$ cat config.mk
export PLATFORM = sky130hd
export DESIGN_NAME = blc_ctrl
export DESIGN_NICKNAME = d
export VERILOG_FILES = /design/src/rtl/blc_pkg.sv /design/src/rtl/blc_loop_if.sv /design/src/rtl/blc_ctrl.sv /design/src/rtl/blc_clamp_gen.sv /design/src/rtl/blc_loop_acc.sv
export VERILOG_INCLUDE_DIRS = /design/src /design/src/rtl
export SDC_FILE = /design/constraint.sdc
export NUM_CORES = 1
export LEC_CHECK = 0
export ABC_AREA = 1
export BUFFER_PORTS_ARGS = -buffer_cell sky130_fd_sc_hd__buf_2
export CORE_AREA = 2 2 114 116
export DETAILED_ROUTE_END_ITERATION = 10
export DIE_AREA = 0 0 116 118
export GPL_TIMING_DRIVEN = 0
export PLACE_DENSITY = 0.72
export SYNTH_ARGS = -nofsm -noshare
export SYNTH_HDL_FRONTEND = slang
export SYNTH_SLANG_ARGS = --single-unit
export TNS_END_PERCENT = 100
$ cat constraint.sdc
create_clock -name clock -period 4.35 [get_ports clock]
set_input_delay 0.87 -clock clock [delete_from_list [all_inputs] [get_ports clock]]
set_output_delay 0.87 -clock clock [all_outputs]
set_load 0.005 [all_outputs]
$ cat src/rtl/blc_map.svh
// blc_map.svh - register offsets, field positions, reset values of the black level loop
// assumes an 8-bit register port with byte-wide registers
`ifndef BLC_MAP_SVH
`define BLC_MAP_SVH
`define BLC_ADDR_CFG 8'h08
`define BLC_ADDR_DLY 8'h09
`define BLC_ADDR_TGH 8'h0a
`define BLC_ADDR_TGL 8'h0b
`define BLC_ADDR_RCP 8'h0c
`define BLC_ADDR_DACH 8'h10
`define BLC_ADDR_DACL 8'h11
`define BLC_ADDR_STAT 8'h12
`define BLC_F_LINES 7:6
`define BLC_F_PIX 5:4
`define BLC_F_INT 3:2
`define BLC_F_MODE 1:0
`define BLC_F_DLY 6:0
`define BLC_F_TGL 1:0
`define BLC_F_RCP 4:0
`define BLC_RST_CFG 8'h00
`define BLC_RST_DLY 7'h00
`define BLC_RST_TGH 8'h20
`define BLC_RST_TGL 2'h0
`define BLC_RST_RCP 5'h00
`define BLC_RST_DAC 10'h200
`define BLC_RED_DEF_POS 5'h04
`endif

$ cat src/rtl/blc_pkg.sv
// blc_pkg.sv - types shared by the black level loop modules
// assumes nothing beyond the tools' package support
package blc_pkg;
   typedef enum logic [2:0] {
      BLC_IDLE = 3'h1,
      BLC_DELAY = 3'h2,
      BLC_WIN = 3'h4
   } blc_state_e;
   typedef enum logic [1:0] {
      BLC_OFF = 2'h0,
      BLC_FROM_LINE = 2'h1,
      BLC_FROM_CLAMP = 2'h2,
      BLC_RSVD = 2'h3
   } blc_mode_e;
endpackage

$ cat src/rtl/blc_loop_if.sv
// blc_loop_if.sv - clamp window handshake between pulse generator and loop accumulator
// assumes both ends share the pixel clock
`timescale 1ns/1ns
interface blc_loop_if;
   logic [1:0] pix_code; // pixel averaging code
   logic win; // clamp window, one black pixel per cycle
   logic done; // one cycle after the last window pixel
   modport gen (input pix_code, output win, output done);
   modport acc (input pix_code, input win, input done);
endinterface

$ cat src/rtl/blc_ctrl.sv
// blc_ctrl.sv - black level correction control: registers, line counting, clamp timing
// assumes one pixel per clock, inputs synchronous to clock, a master that never waits
//
// Summary of operation
// - the line field runs the loop forever (00) or for 15, 31 or 63 lines.
// - any write to the correction configuration register clears the line counter.
// - each line-start pulse counts as one new line for the loop.
// - pixel code averages 4 to 32 pixels and integration code divides error by 8 to 64.
// - mode 00 disables auto clamping, 01 triggers on the line-start falling edge, 11 reserved.
// - mode 10 times the clamp pulse from the falling edge of the input clamp pulse.
// - while auto clamping is on the offset dac is updated only by the loop, host writes ignored.
// - a seven-bit delay in pixels places the clamp pulse after the trigger edge, bit 7 reserved.
// - the upper eight target bits come from the target high register, reset 0x20.
// - the lower two target bits come from target low bits 1:0, bits 7:2 reserved.
// - a five-bit position places the red clamp pulse, zero selects the fixed default RED_DEF_POS.
// - dac values use offset binary, midscale meaning zero offset.
//
// Strobed register access is this design's own decision.
`timescale 1ns/1ns
`include "blc_map.svh"
module blc_ctrl #(
   parameter logic [4:0] RED_DEF_POS = `BLC_RED_DEF_POS // red clamp slot when position is zero
) (
   input wire logic clock, // pixel clock, 100 MHz
   input wire logic reset, // async, active high
   input wire logic [7:0] reg_addr, // register address
   input wire logic [7:0] reg_wdata, // write data
   input wire logic reg_wr, // write strobe
   input wire logic reg_rd, // read strobe
   output logic [7:0] reg_rdata, // read data, cycle after strobe
   input wire logic line_start_pulse, // line-start pulse
   input wire logic input_clamp_pulse, // input clamp pulse
   input wire logic [9:0] black_pixel, // black pixel code from the converter
   output logic black_clamp_pulse, // auto black clamp window
   output logic red_clamp_pulse, // red channel clamp pulse
   output logic [9:0] offset_dac, // offset dac value, offset binary
   output logic loop_running // loop active
);
   logic [7:0] cfg_ff, nxt_cfg;
   logic [6:0] dly_ff, nxt_dly;
   logic [7:0] tgh_ff, nxt_tgh;
   logic [1:0] tgl_ff, nxt_tgl;
   logic [4:0] rcp_ff, nxt_rcp;
   logic [5:0] lines_ff, nxt_lines;
   logic ls_prev_ff, nxt_ls_prev;
   logic run_ff, nxt_run;
   logic [4:0] red_cnt_ff, nxt_red_cnt;
   logic red_ff, nxt_red;
   logic [7:0] rdata_ff, nxt_rdata;
   logic wr_cfg;
   logic auto_en;
   logic ls_rise;
   logic ls_fall;
   logic lines_done;
   logic dac_wr;
   logic [9:0] dac_val;
   logic [9:0] dac_ld;
   logic [9:0] target;

   // last line of a finite run, zero when the run is unbounded
   function automatic logic [5:0] lines_limit(input logic [1:0] code);
      case (code)
         2'h1: lines_limit = 6'h0f;
         2'h2: lines_limit = 6'h1f;
         2'h3: lines_limit = 6'h3f;
         default: lines_limit = 6'h00;
      endcase
   endfunction

   // write decode and loop state terms
   always_comb begin
      wr_cfg = reg_wr && (reg_addr == `BLC_ADDR_CFG);
      auto_en = (cfg_ff[`BLC_F_MODE] != blc_pkg::BLC_OFF);
      ls_rise = line_start_pulse & ~ls_prev_ff;
      ls_fall = ls_prev_ff & ~line_start_pulse;
      lines_done = (cfg_ff[`BLC_F_LINES] != 2'h0)
         && (lines_ff >= lines_limit(cfg_ff[`BLC_F_LINES]));
      target = {tgh_ff, tgl_ff};
      // host dac writes only land while the loop owns nothing
      dac_wr = reg_wr && !auto_en
         && (reg_addr == `BLC_ADDR_DACH || reg_addr == `BLC_ADDR_DACL);
      dac_ld = (reg_addr == `BLC_ADDR_DACH) ? {reg_wdata, dac_val[1:0]}
         : {dac_val[9:2], reg_wdata[1:0]};
   end

   // configuration registers
   always_comb begin
      nxt_cfg = cfg_ff;
      nxt_dly = dly_ff;
      nxt_tgh = tgh_ff;
      nxt_tgl = tgl_ff;
      nxt_rcp = rcp_ff;
      if (reg_wr) begin
         case (reg_addr)
            `BLC_ADDR_CFG: nxt_cfg = reg_wdata;
            `BLC_ADDR_DLY: nxt_dly = reg_wdata[`BLC_F_DLY];
            `BLC_ADDR_TGH: nxt_tgh = reg_wdata;
            `BLC_ADDR_TGL: nxt_tgl = reg_wdata[`BLC_F_TGL];
            `BLC_ADDR_RCP: nxt_rcp = reg_wdata[`BLC_F_RCP];
            default: nxt_cfg = cfg_ff;
         endcase
      end
   end

   always_ff @(posedge clock or posedge reset) begin
      if (reset) begin
         cfg_ff <= `BLC_RST_CFG;
         dly_ff <= `BLC_RST_DLY;
         tgh_ff <= `BLC_RST_TGH;
         tgl_ff <= `BLC_RST_TGL;
         rcp_ff <= `BLC_RST_RCP;
      end else begin
         cfg_ff <= nxt_cfg;
         dly_ff <= nxt_dly;
         tgh_ff <= nxt_tgh;
         tgl_ff <= nxt_tgl;
         rcp_ff <= nxt_rcp;
      end
   end

   // line counter; a config write restarts a finite run even mid-line
   always_comb begin
      nxt_ls_prev = line_start_pulse;
      nxt_lines = lines_ff;
      if (wr_cfg) begin
         nxt_lines = 6'h00;
      end else if (ls_rise && run_ff && (cfg_ff[`BLC_F_LINES] != 2'h0)) begin
         nxt_lines = 6'(lines_ff + 6'h01);
      end
      nxt_run = (cfg_ff[`BLC_F_MODE] == blc_pkg::BLC_FROM_LINE
         || cfg_ff[`BLC_F_MODE] == blc_pkg::BLC_FROM_CLAMP) && !lines_done;
      if (wr_cfg) begin
         nxt_run = 1'b0; // settle one cycle on the new setting
      end
   end

   always_ff @(posedge clock or posedge reset) begin
      if (reset) begin
         ls_prev_ff <= 1'b0;
         lines_ff <= 6'h00;
         run_ff <= 1'b0;
      end else begin
         ls_prev_ff <= nxt_ls_prev;
         lines_ff <= nxt_lines;
         run_ff <= nxt_run;
      end
   end

   // red clamp: counts down from the line-start falling edge
   // a new fall reloads the count, so a short line never stacks two pulses
   always_comb begin
      nxt_red_cnt = red_cnt_ff;
      nxt_red = 1'b0;
      if (ls_fall) begin
         nxt_red_cnt = (rcp_ff == 5'h00) ? RED_DEF_POS : rcp_ff;
      end else if (red_cnt_ff != 5'h00) begin
         nxt_red_cnt = 5'(red_cnt_ff - 5'h01);
         nxt_red = (red_cnt_ff == 5'h01);
      end
   end

   always_ff @(posedge clock or posedge reset) begin
      if (reset) begin
         red_cnt_ff <= 5'h00;
         red_ff <= 1'b0;
      end else begin
         red_cnt_ff <= nxt_red_cnt;
         red_ff <= nxt_red;
      end
   end

   // read port: unmapped and reserved bits read zero
   always_comb begin
      case (reg_addr)
         `BLC_ADDR_CFG: nxt_rdata = cfg_ff;
         `BLC_ADDR_DLY: nxt_rdata = {1'b0, dly_ff};
         `BLC_ADDR_TGH: nxt_rdata = tgh_ff;
         `BLC_ADDR_TGL: nxt_rdata = {6'h00, tgl_ff};
         `BLC_ADDR_RCP: nxt_rdata = {3'h0, rcp_ff};
         `BLC_ADDR_DACH: nxt_rdata = dac_val[9:2];
         `BLC_ADDR_DACL: nxt_rdata = {6'h00, dac_val[1:0]};
         `BLC_ADDR_STAT: nxt_rdata = {run_ff, 1'b0, lines_ff};
         default: nxt_rdata = 8'h00;
      endcase
      if (!reg_rd) begin
         nxt_rdata = 8'h00;
      end
   end

   always_ff @(posedge clock or posedge reset) begin
      if (reset) begin
         rdata_ff <= 8'h00;
      end else begin
         rdata_ff <= nxt_rdata;
      end
   end

   // window generator and integrator
   // the window doubles as the clamp output, so pulse and averaging always agree
   blc_loop_if lp ();
   assign lp.pix_code = cfg_ff[`BLC_F_PIX];

   blc_clamp_gen u_gen (
      .clock(clock),
      .reset(reset),
      .run(run_ff),
      .mode(cfg_ff[`BLC_F_MODE]),
      .delay(dly_ff),
      .line_start(line_start_pulse),
      .clamp_in(input_clamp_pulse),
      .lp(lp.gen)
   );

   blc_loop_acc u_acc (
      .clock(clock),
      .reset(reset),
      .lp(lp.acc),
      .sample(black_pixel),
      .target(target),
      .int_code(cfg_ff[`BLC_F_INT]),
      .ld_en(dac_wr),
      .ld_val(dac_ld),
      .dac(dac_val)
   );

   // outputs, each from a flip-flop
   assign reg_rdata = rdata_ff;
   assign black_clamp_pulse = lp.win;
   assign red_clamp_pulse = red_ff;
   assign offset_dac = dac_val;
   assign loop_running = run_ff;
endmodule

$ cat src/rtl/blc_clamp_gen.sv
// blc_clamp_gen.sv - places the black clamp window after the selected trigger edge
// assumes one pixel per clock and trigger inputs synchronous to the clock
`timescale 1ns/1ns
module blc_clamp_gen (
   input wire logic clock, // pixel clock
   input wire logic reset, // async, active high
   input wire logic run, // loop may start a new window
   input wire logic [1:0] mode, // trigger source select
   input wire logic [6:0] delay, // pixels from trigger edge to window
   input wire logic line_start, // line-start pulse
   input wire logic clamp_in, // input clamp pulse
   blc_loop_if.gen lp // window toward the accumulator
);
   blc_pkg::blc_state_e state_ff, nxt_state;
   logic [6:0] cnt_ff, nxt_cnt;
   logic trig_prev_ff, nxt_trig_prev;
   logic win_ff, nxt_win;
   logic done_ff, nxt_done;
   logic trig;
   logic fall;
   logic [6:0] npix_m1;

   // trigger edge and window length decode
   always_comb begin
      trig = (mode == blc_pkg::BLC_FROM_CLAMP) ? clamp_in : line_start;
      fall = trig_prev_ff & ~trig;
      npix_m1 = 7'((7'h04 << lp.pix_code) - 7'h01);
   end

   // sequencer: wait edge, count delay, hold window
   always_comb begin
      nxt_state = state_ff;
      nxt_cnt = cnt_ff;
      nxt_trig_prev = trig;
      nxt_done = 1'b0;
      case (state_ff)
         blc_pkg::BLC_IDLE: begin
            if (run && fall) begin
               if (delay == 7'h00) begin
                  nxt_state = blc_pkg::BLC_WIN;
                  nxt_cnt = npix_m1;
               end else begin
                  nxt_state = blc_pkg::BLC_DELAY;
                  nxt_cnt = 7'(delay - 7'h01);
               end
            end
         end
         blc_pkg::BLC_DELAY: begin
            if (cnt_ff == 7'h00) begin
               nxt_state = blc_pkg::BLC_WIN;
               nxt_cnt = npix_m1;
            end else begin
               nxt_cnt = 7'(cnt_ff - 7'h01);
            end
         end
         blc_pkg::BLC_WIN: begin
            if (cnt_ff == 7'h00) begin
               nxt_state = blc_pkg::BLC_IDLE;
               nxt_done = 1'b1;
            end else begin
               nxt_cnt = 7'(cnt_ff - 7'h01);
            end
         end
         default: begin
            nxt_state = blc_pkg::BLC_IDLE;
            nxt_cnt = 7'h00;
         end
      endcase
      nxt_win = (nxt_state == blc_pkg::BLC_WIN);
   end

   // state registers
   always_ff @(posedge clock or posedge reset) begin
      if (reset) begin
         state_ff <= blc_pkg::BLC_IDLE;
         cnt_ff <= 7'h00;
         trig_prev_ff <= 1'b0;
         win_ff <= 1'b0;
         done_ff <= 1'b0;
      end else begin
         state_ff <= nxt_state;
         cnt_ff <= nxt_cnt;
         trig_prev_ff <= nxt_trig_prev;
         win_ff <= nxt_win;
         done_ff <= nxt_done;
      end
   end

   assign lp.win = win_ff;
   assign lp.done = done_ff;
endmodule

$ cat src/rtl/blc_loop_acc.sv
// blc_loop_acc.sv - averages window pixels and integrates the error into the offset dac
// assumes the window carries one black pixel per clock on sample
`timescale 1ns/1ns
`include "blc_map.svh"
module blc_loop_acc (
   input wire logic clock, // pixel clock
   input wire logic reset, // async, active high
   blc_loop_if.acc lp, // window from the pulse generator
   input wire logic [9:0] sample, // black pixel code
   input wire logic [9:0] target, // black target code
   input wire logic [1:0] int_code, // integration divisor code
   input wire logic ld_en, // host load of the dac value
   input wire logic [9:0] ld_val, // value loaded by the host
   output logic [9:0] dac // offset dac, offset binary
);
   logic [14:0] sum_ff, nxt_sum;
   logic [9:0] dac_ff, nxt_dac;
   logic [9:0] avg;
   logic signed [10:0] err;
   logic signed [10:0] step;
   logic signed [11:0] trial;

   // average, error and scaled step
   always_comb begin
      avg = 10'(sum_ff >> (3'h2 + 3'(lp.pix_code)));
      err = $signed({1'b0, target}) - $signed({1'b0, avg});
      step = err >>> (3'h3 + 3'(int_code));
      trial = $signed({2'b00, dac_ff}) + 12'(step);
   end

   // accumulate during window, integrate at its end
   always_comb begin
      nxt_sum = sum_ff;
      nxt_dac = dac_ff;
      if (lp.win) begin
         nxt_sum = 15'(sum_ff + {5'h00, sample});
      end
      if (lp.done) begin
         nxt_sum = 15'h0000;
         // saturate so the offset binary code never wraps past 10'h000 or 10'h3ff
         if (trial < 0) begin
            nxt_dac = 10'h000;
         end else if (trial > 12'sh3ff) begin
            nxt_dac = 10'h3ff;
         end else begin
            nxt_dac = trial[9:0];
         end
      end else if (ld_en) begin
         nxt_dac = ld_val;
      end
   end

   // loop registers
   always_ff @(posedge clock or posedge reset) begin
      if (reset) begin
         sum_ff <= 15'h0000;
         dac_ff <= `BLC_RST_DAC;
      end else begin
         sum_ff <= nxt_sum;
         dac_ff <= nxt_dac;
      end
   end

   assign dac = dac_ff;
endmodule

==> reports/metrics.yaml <==
run_status:
  outcome: "finished clean"
critical_path:
  required_ps: 4640
  timing.critical_path.to_type: "flop"
  startpoint_type: "flop"
  critical_path_arrival_ps: 4260
  cp_max_fo: 10
  worstSetupPathType: "reg2reg"
clock_network:
  clk_pin_slew_ps: 70
  cts.hold.buffers_added: 0
  clockBufferDepth: 2
  cts-root-buf: "clkbuf_16"
  insertion_delay_ps: 360
  cts.sink_count: 90
  clock_tree_from_tritoncts: "done"
  htree_levels: 3
  cts_buffers: 9
cells_and_area:
  drive_above_1_share_pct: 14.48
  final_instance_count_without_filler_cells: 1208
  area_growth_syn_to_layout_pct: 15.64
  fillers: 1182
  final_nets: 1114
  number_of_diodes_added_for_antenna_fixing: 0
yosys:
  postSynthRegisterBits: 90
  synth_nets: 1038
  postSynth.asyncResetShare_pct: 100.0
  sequential_area_share_after_synthesis_pct: 33.45
  synth_ff_type: "dfrtp_1"
  synth_edf_count: 0
  yosys.cell_types.count: 52
  syn_avg_cell_area_um2: 7.062
  syn-cell-area_um2: 6744
  synth_warnings: 0
  synthesis.instances: 955
place:
  placement.io_buffers: 52
  place.detailed.instances: 1180
  place.gp.congestion: 0.9197
  dp_hpwl_um: 13240
sta:
  worst_hold_slack_ps: 488.5
  relative_slew_slack_pct: 66.03
  setup_failing_eps_final: 0
  worst_slew_pin_tran_ps: 509.5
  finalWorstPathRequiredPeriod_ps: 3970
  fin_worst_skew_ps: 11.69
  clock.fmax_mhz: 251.9
  fin_crit_sh_pct: 91.27
  final_max_slew_viol_count: 0
  final_hold_viol_count: 0
power_and_ir_drop:
  vdd.ir_drop.worst_mv: 0.3193
  cellPowerDensity_nw_per_um2: 569.3
  power_leakage_uw: 0.004015
drt:
  avgRoutedWirePerCell_um: 14.36
  drt_first_pass_iters: 5
  initialDrtViolationCount: 459
  detail-route-antenna-nets: 0
  routed_wirelength_um: 17350
  post-route-drc-count: 0
  avgViaCountPerCell: 5.397
  vias_after_detailed_routing: 6520
global_routing:
  grt_antenna_before_repair: 0
  grt_pass1_vias: 5974
  grt_max_degree: 54
  gr-total-overflow: 0
  grt_first_pass_wirelength_um: 28750
  grt.total_usage_pct: 26.49
die:
  initial_utilization_pct: 54.32
  die_height_um: 118
  die_width_um: 116
  fp.dieArea_um2: 13690
  number_of_rows_created_at_floorplan: 41
  core_box_area_um2: 12410
  i_o_pin_count: 53
run:
  maxCapViolations: 0
worst_hold_path:
  worst_hold_path_type: "reg2reg"
-- area by class of cell --
class / count / area (µm²) / area share (%)
Multi-Input combinational cell: 711 / 4009 / 51.40
Clock buffer: 9 / 225.2 / 2.888
Sequential cell: 90 / 2257 / 28.94
Clock inverter: 7 / 101.3 / 1.300
Tap cell: 172 / 215.2 / 2.760
Inverter: 140 / 536.8 / 6.883
Timing Repair inverter: 1 / 7.507 / 0.09626
Timing Repair Buffer: 64 / 370.4 / 4.749
Buffer: 14 / 76.32 / 0.9787
-- state kept, by name, indices dropped and copies added (netlist names), 3 cells and up --
name            count
dly_ff              7
u_acc.sum_ff       15
cfg_ff              8
lines_ff            6
rcp_ff              5
red_cnt_ff          5
u_gen.cnt_ff        7
u_acc.dac          10
tgh_ff              8
u_gen.state_ff      3
reg_rdata           8
-- power by group --
| group | switching, µW | internal, µW | total [µW] | leakage [µW] |
|---|---|---|---|---|
| logic | 1430 | 976 | 2410 | 0.00273 |
| registers | 163 | 1010 | 1170 | 0.00113 |
| clock network | 356 | 507 | 863 | 0.000152 |
| total | 1950 | 2490 | 4440 | 0.00401 |
-- cells by family (layout without fill, tap and decap cells) --
| group | after synthesis | count (layout) | synth area share, % |
|---|---|---|---|
| flip-flops | 90 | 90 | 33.45 |
| multiplexers | 2 | 2 | 0.2969 |
| XOR/XNOR | 26 | 26 | 3.376 |
| AO/OA/AOI/OAI | 196 | 196 | 17.14 |
| AND/OR/NAND/NOR | 436 | 436 | 27.24 |
| adder cells (fa/ha/maj) | 51 | 51 | 9.796 |
| buffers and inverters | 154 | 235 | 8.701 |
-- stage by stage --
stage          util (%)  total power [µW]  setup slack [ps]  cell area [µm²]  setup TNS [ps]
5_1_grt           62.82              4860            -60.62             7799          -261.3
2_1_floorplan         -              2915             501.0             6744               0
3_5_place_dp      58.40              3389            -209.4             7249           -1996
6_report          62.82              4440             379.5             7799               0
4_1_cts           61.07              4272             24.70             7581               0
3_3_place_gp      58.15              3364            -172.3             7219           -1554
-- what timing repair did --
item                                   4_1_cts  5_1_grt
setup buffers                                0       11
gates cloned                                 0        1
setup endpoints to repair                   10       10
resized for setup                            3       48
pin swaps                                    0       13
endpoints found under the hold margin        0        0
-- cell usage in the layout (no fill, tap or decap), types with 16 or more instances in the layout --
cell type,synthesis,layout
a21oi_1,47,45
buf_2,7,59
dfrtp_1,87,86
ha_1,48,44
inv_1,135,132
nand2_1,254,249
nand3_1,62,59
nor2_1,76,75
o21ai_0,76,67
o21ai_1,10,17
xor2_1,16,16
-- final timing paths --
| kind | startpoint | endpoint | slack (ps) | cells after the start |
|---|---|---|---|---|
| worst max-delay path | cfg_ff[4]$_DFFE_PP0P_ | u_acc.dac[2]$_DFFE_PP0P_ | 380 | 26 |
| worst min-delay path | rcp_ff[0]$_DFFE_PP0P_ | rcp_ff[0]$_DFFE_PP0P_ | 490 | 2 |
| worst max register to register | cfg_ff[4]$_DFFE_PP0P_ | u_acc.dac[2]$_DFFE_PP0P_ | 380 | 26 |
| worst min register to register | rcp_ff[0]$_DFFE_PP0P_ | rcp_ff[0]$_DFFE_PP0P_ | 490 | 2 |
| max in group asynchronous | reset | u_acc.dac[9]$_DFFE_PP1P_ | 3130 | 3 |
| min in group asynchronous | reset | u_gen.trig_prev_ff$_DFF_PP0_ | 540 | 2 |
-- critical path: stages, from the launching register on --
cell and delay (ps):
dfrtp_1 400, buf_4 190, o21ai_2 190, o221ai_2 130, ha_2 220, fa_2 410
inv_1 60, nand3_1 70, nand3_2 100, nand4_1 130, nand2_1 90, nand2_1 80
nand3_1 90, nand3_1 100, nand3_1 90, o21ai_0 100, ha_1 360, nand2_1 80
nor2_1 100, nand2_1 70, nand2_2 80, nand2_2 80, o211ai_4 260, nand2_4 100
clkinvlp_4 120, nand2_1 70, a21oi_2 110
-- routing by layer --
layer	part of all wire (%)	track usage, %	vias to the layer above
met1	48	39.24	2980
li1	-	-	3316
met2	45	39.99	191
met3	4.0	2.987	33
met4	2.5	9.375	0
met5	0	0	-
-- Yosys cell counts (3+ instances only) --
cell	n	area share, %
nand2_1	254	14
inv_1	135	7.5
dfrtp_1	87	32
nor2_1	76	4.2
o21ai_0	76	5.6
nand3_1	62	4.6
ha_1	48	8.9
a21oi_1	47	3.5
xor2_1	16	2.1
o22ai_1	13	1.2
a21oi_2	11	1.4
nand4_1	10	0.93
nor3_1	10	0.74
o21ai_1	10	0.74
xnor2_1	10	1.3
buf_2	7	0.52
a31oi_1	6	0.56
clkbuf_1	6	0.33
a221oi_1	5	0.65
nor2_2	5	0.46
o221ai_1	5	0.65
nand2_2	4	0.37
o211ai_1	4	0.45
o21bai_1	4	0.45
a21o_1	3	0.33
dfstp_2	3	1.2
fa_1	3	0.89
inv_2	3	0.17
or2_2	3	0.28
(Power assumes the default switching activity.)
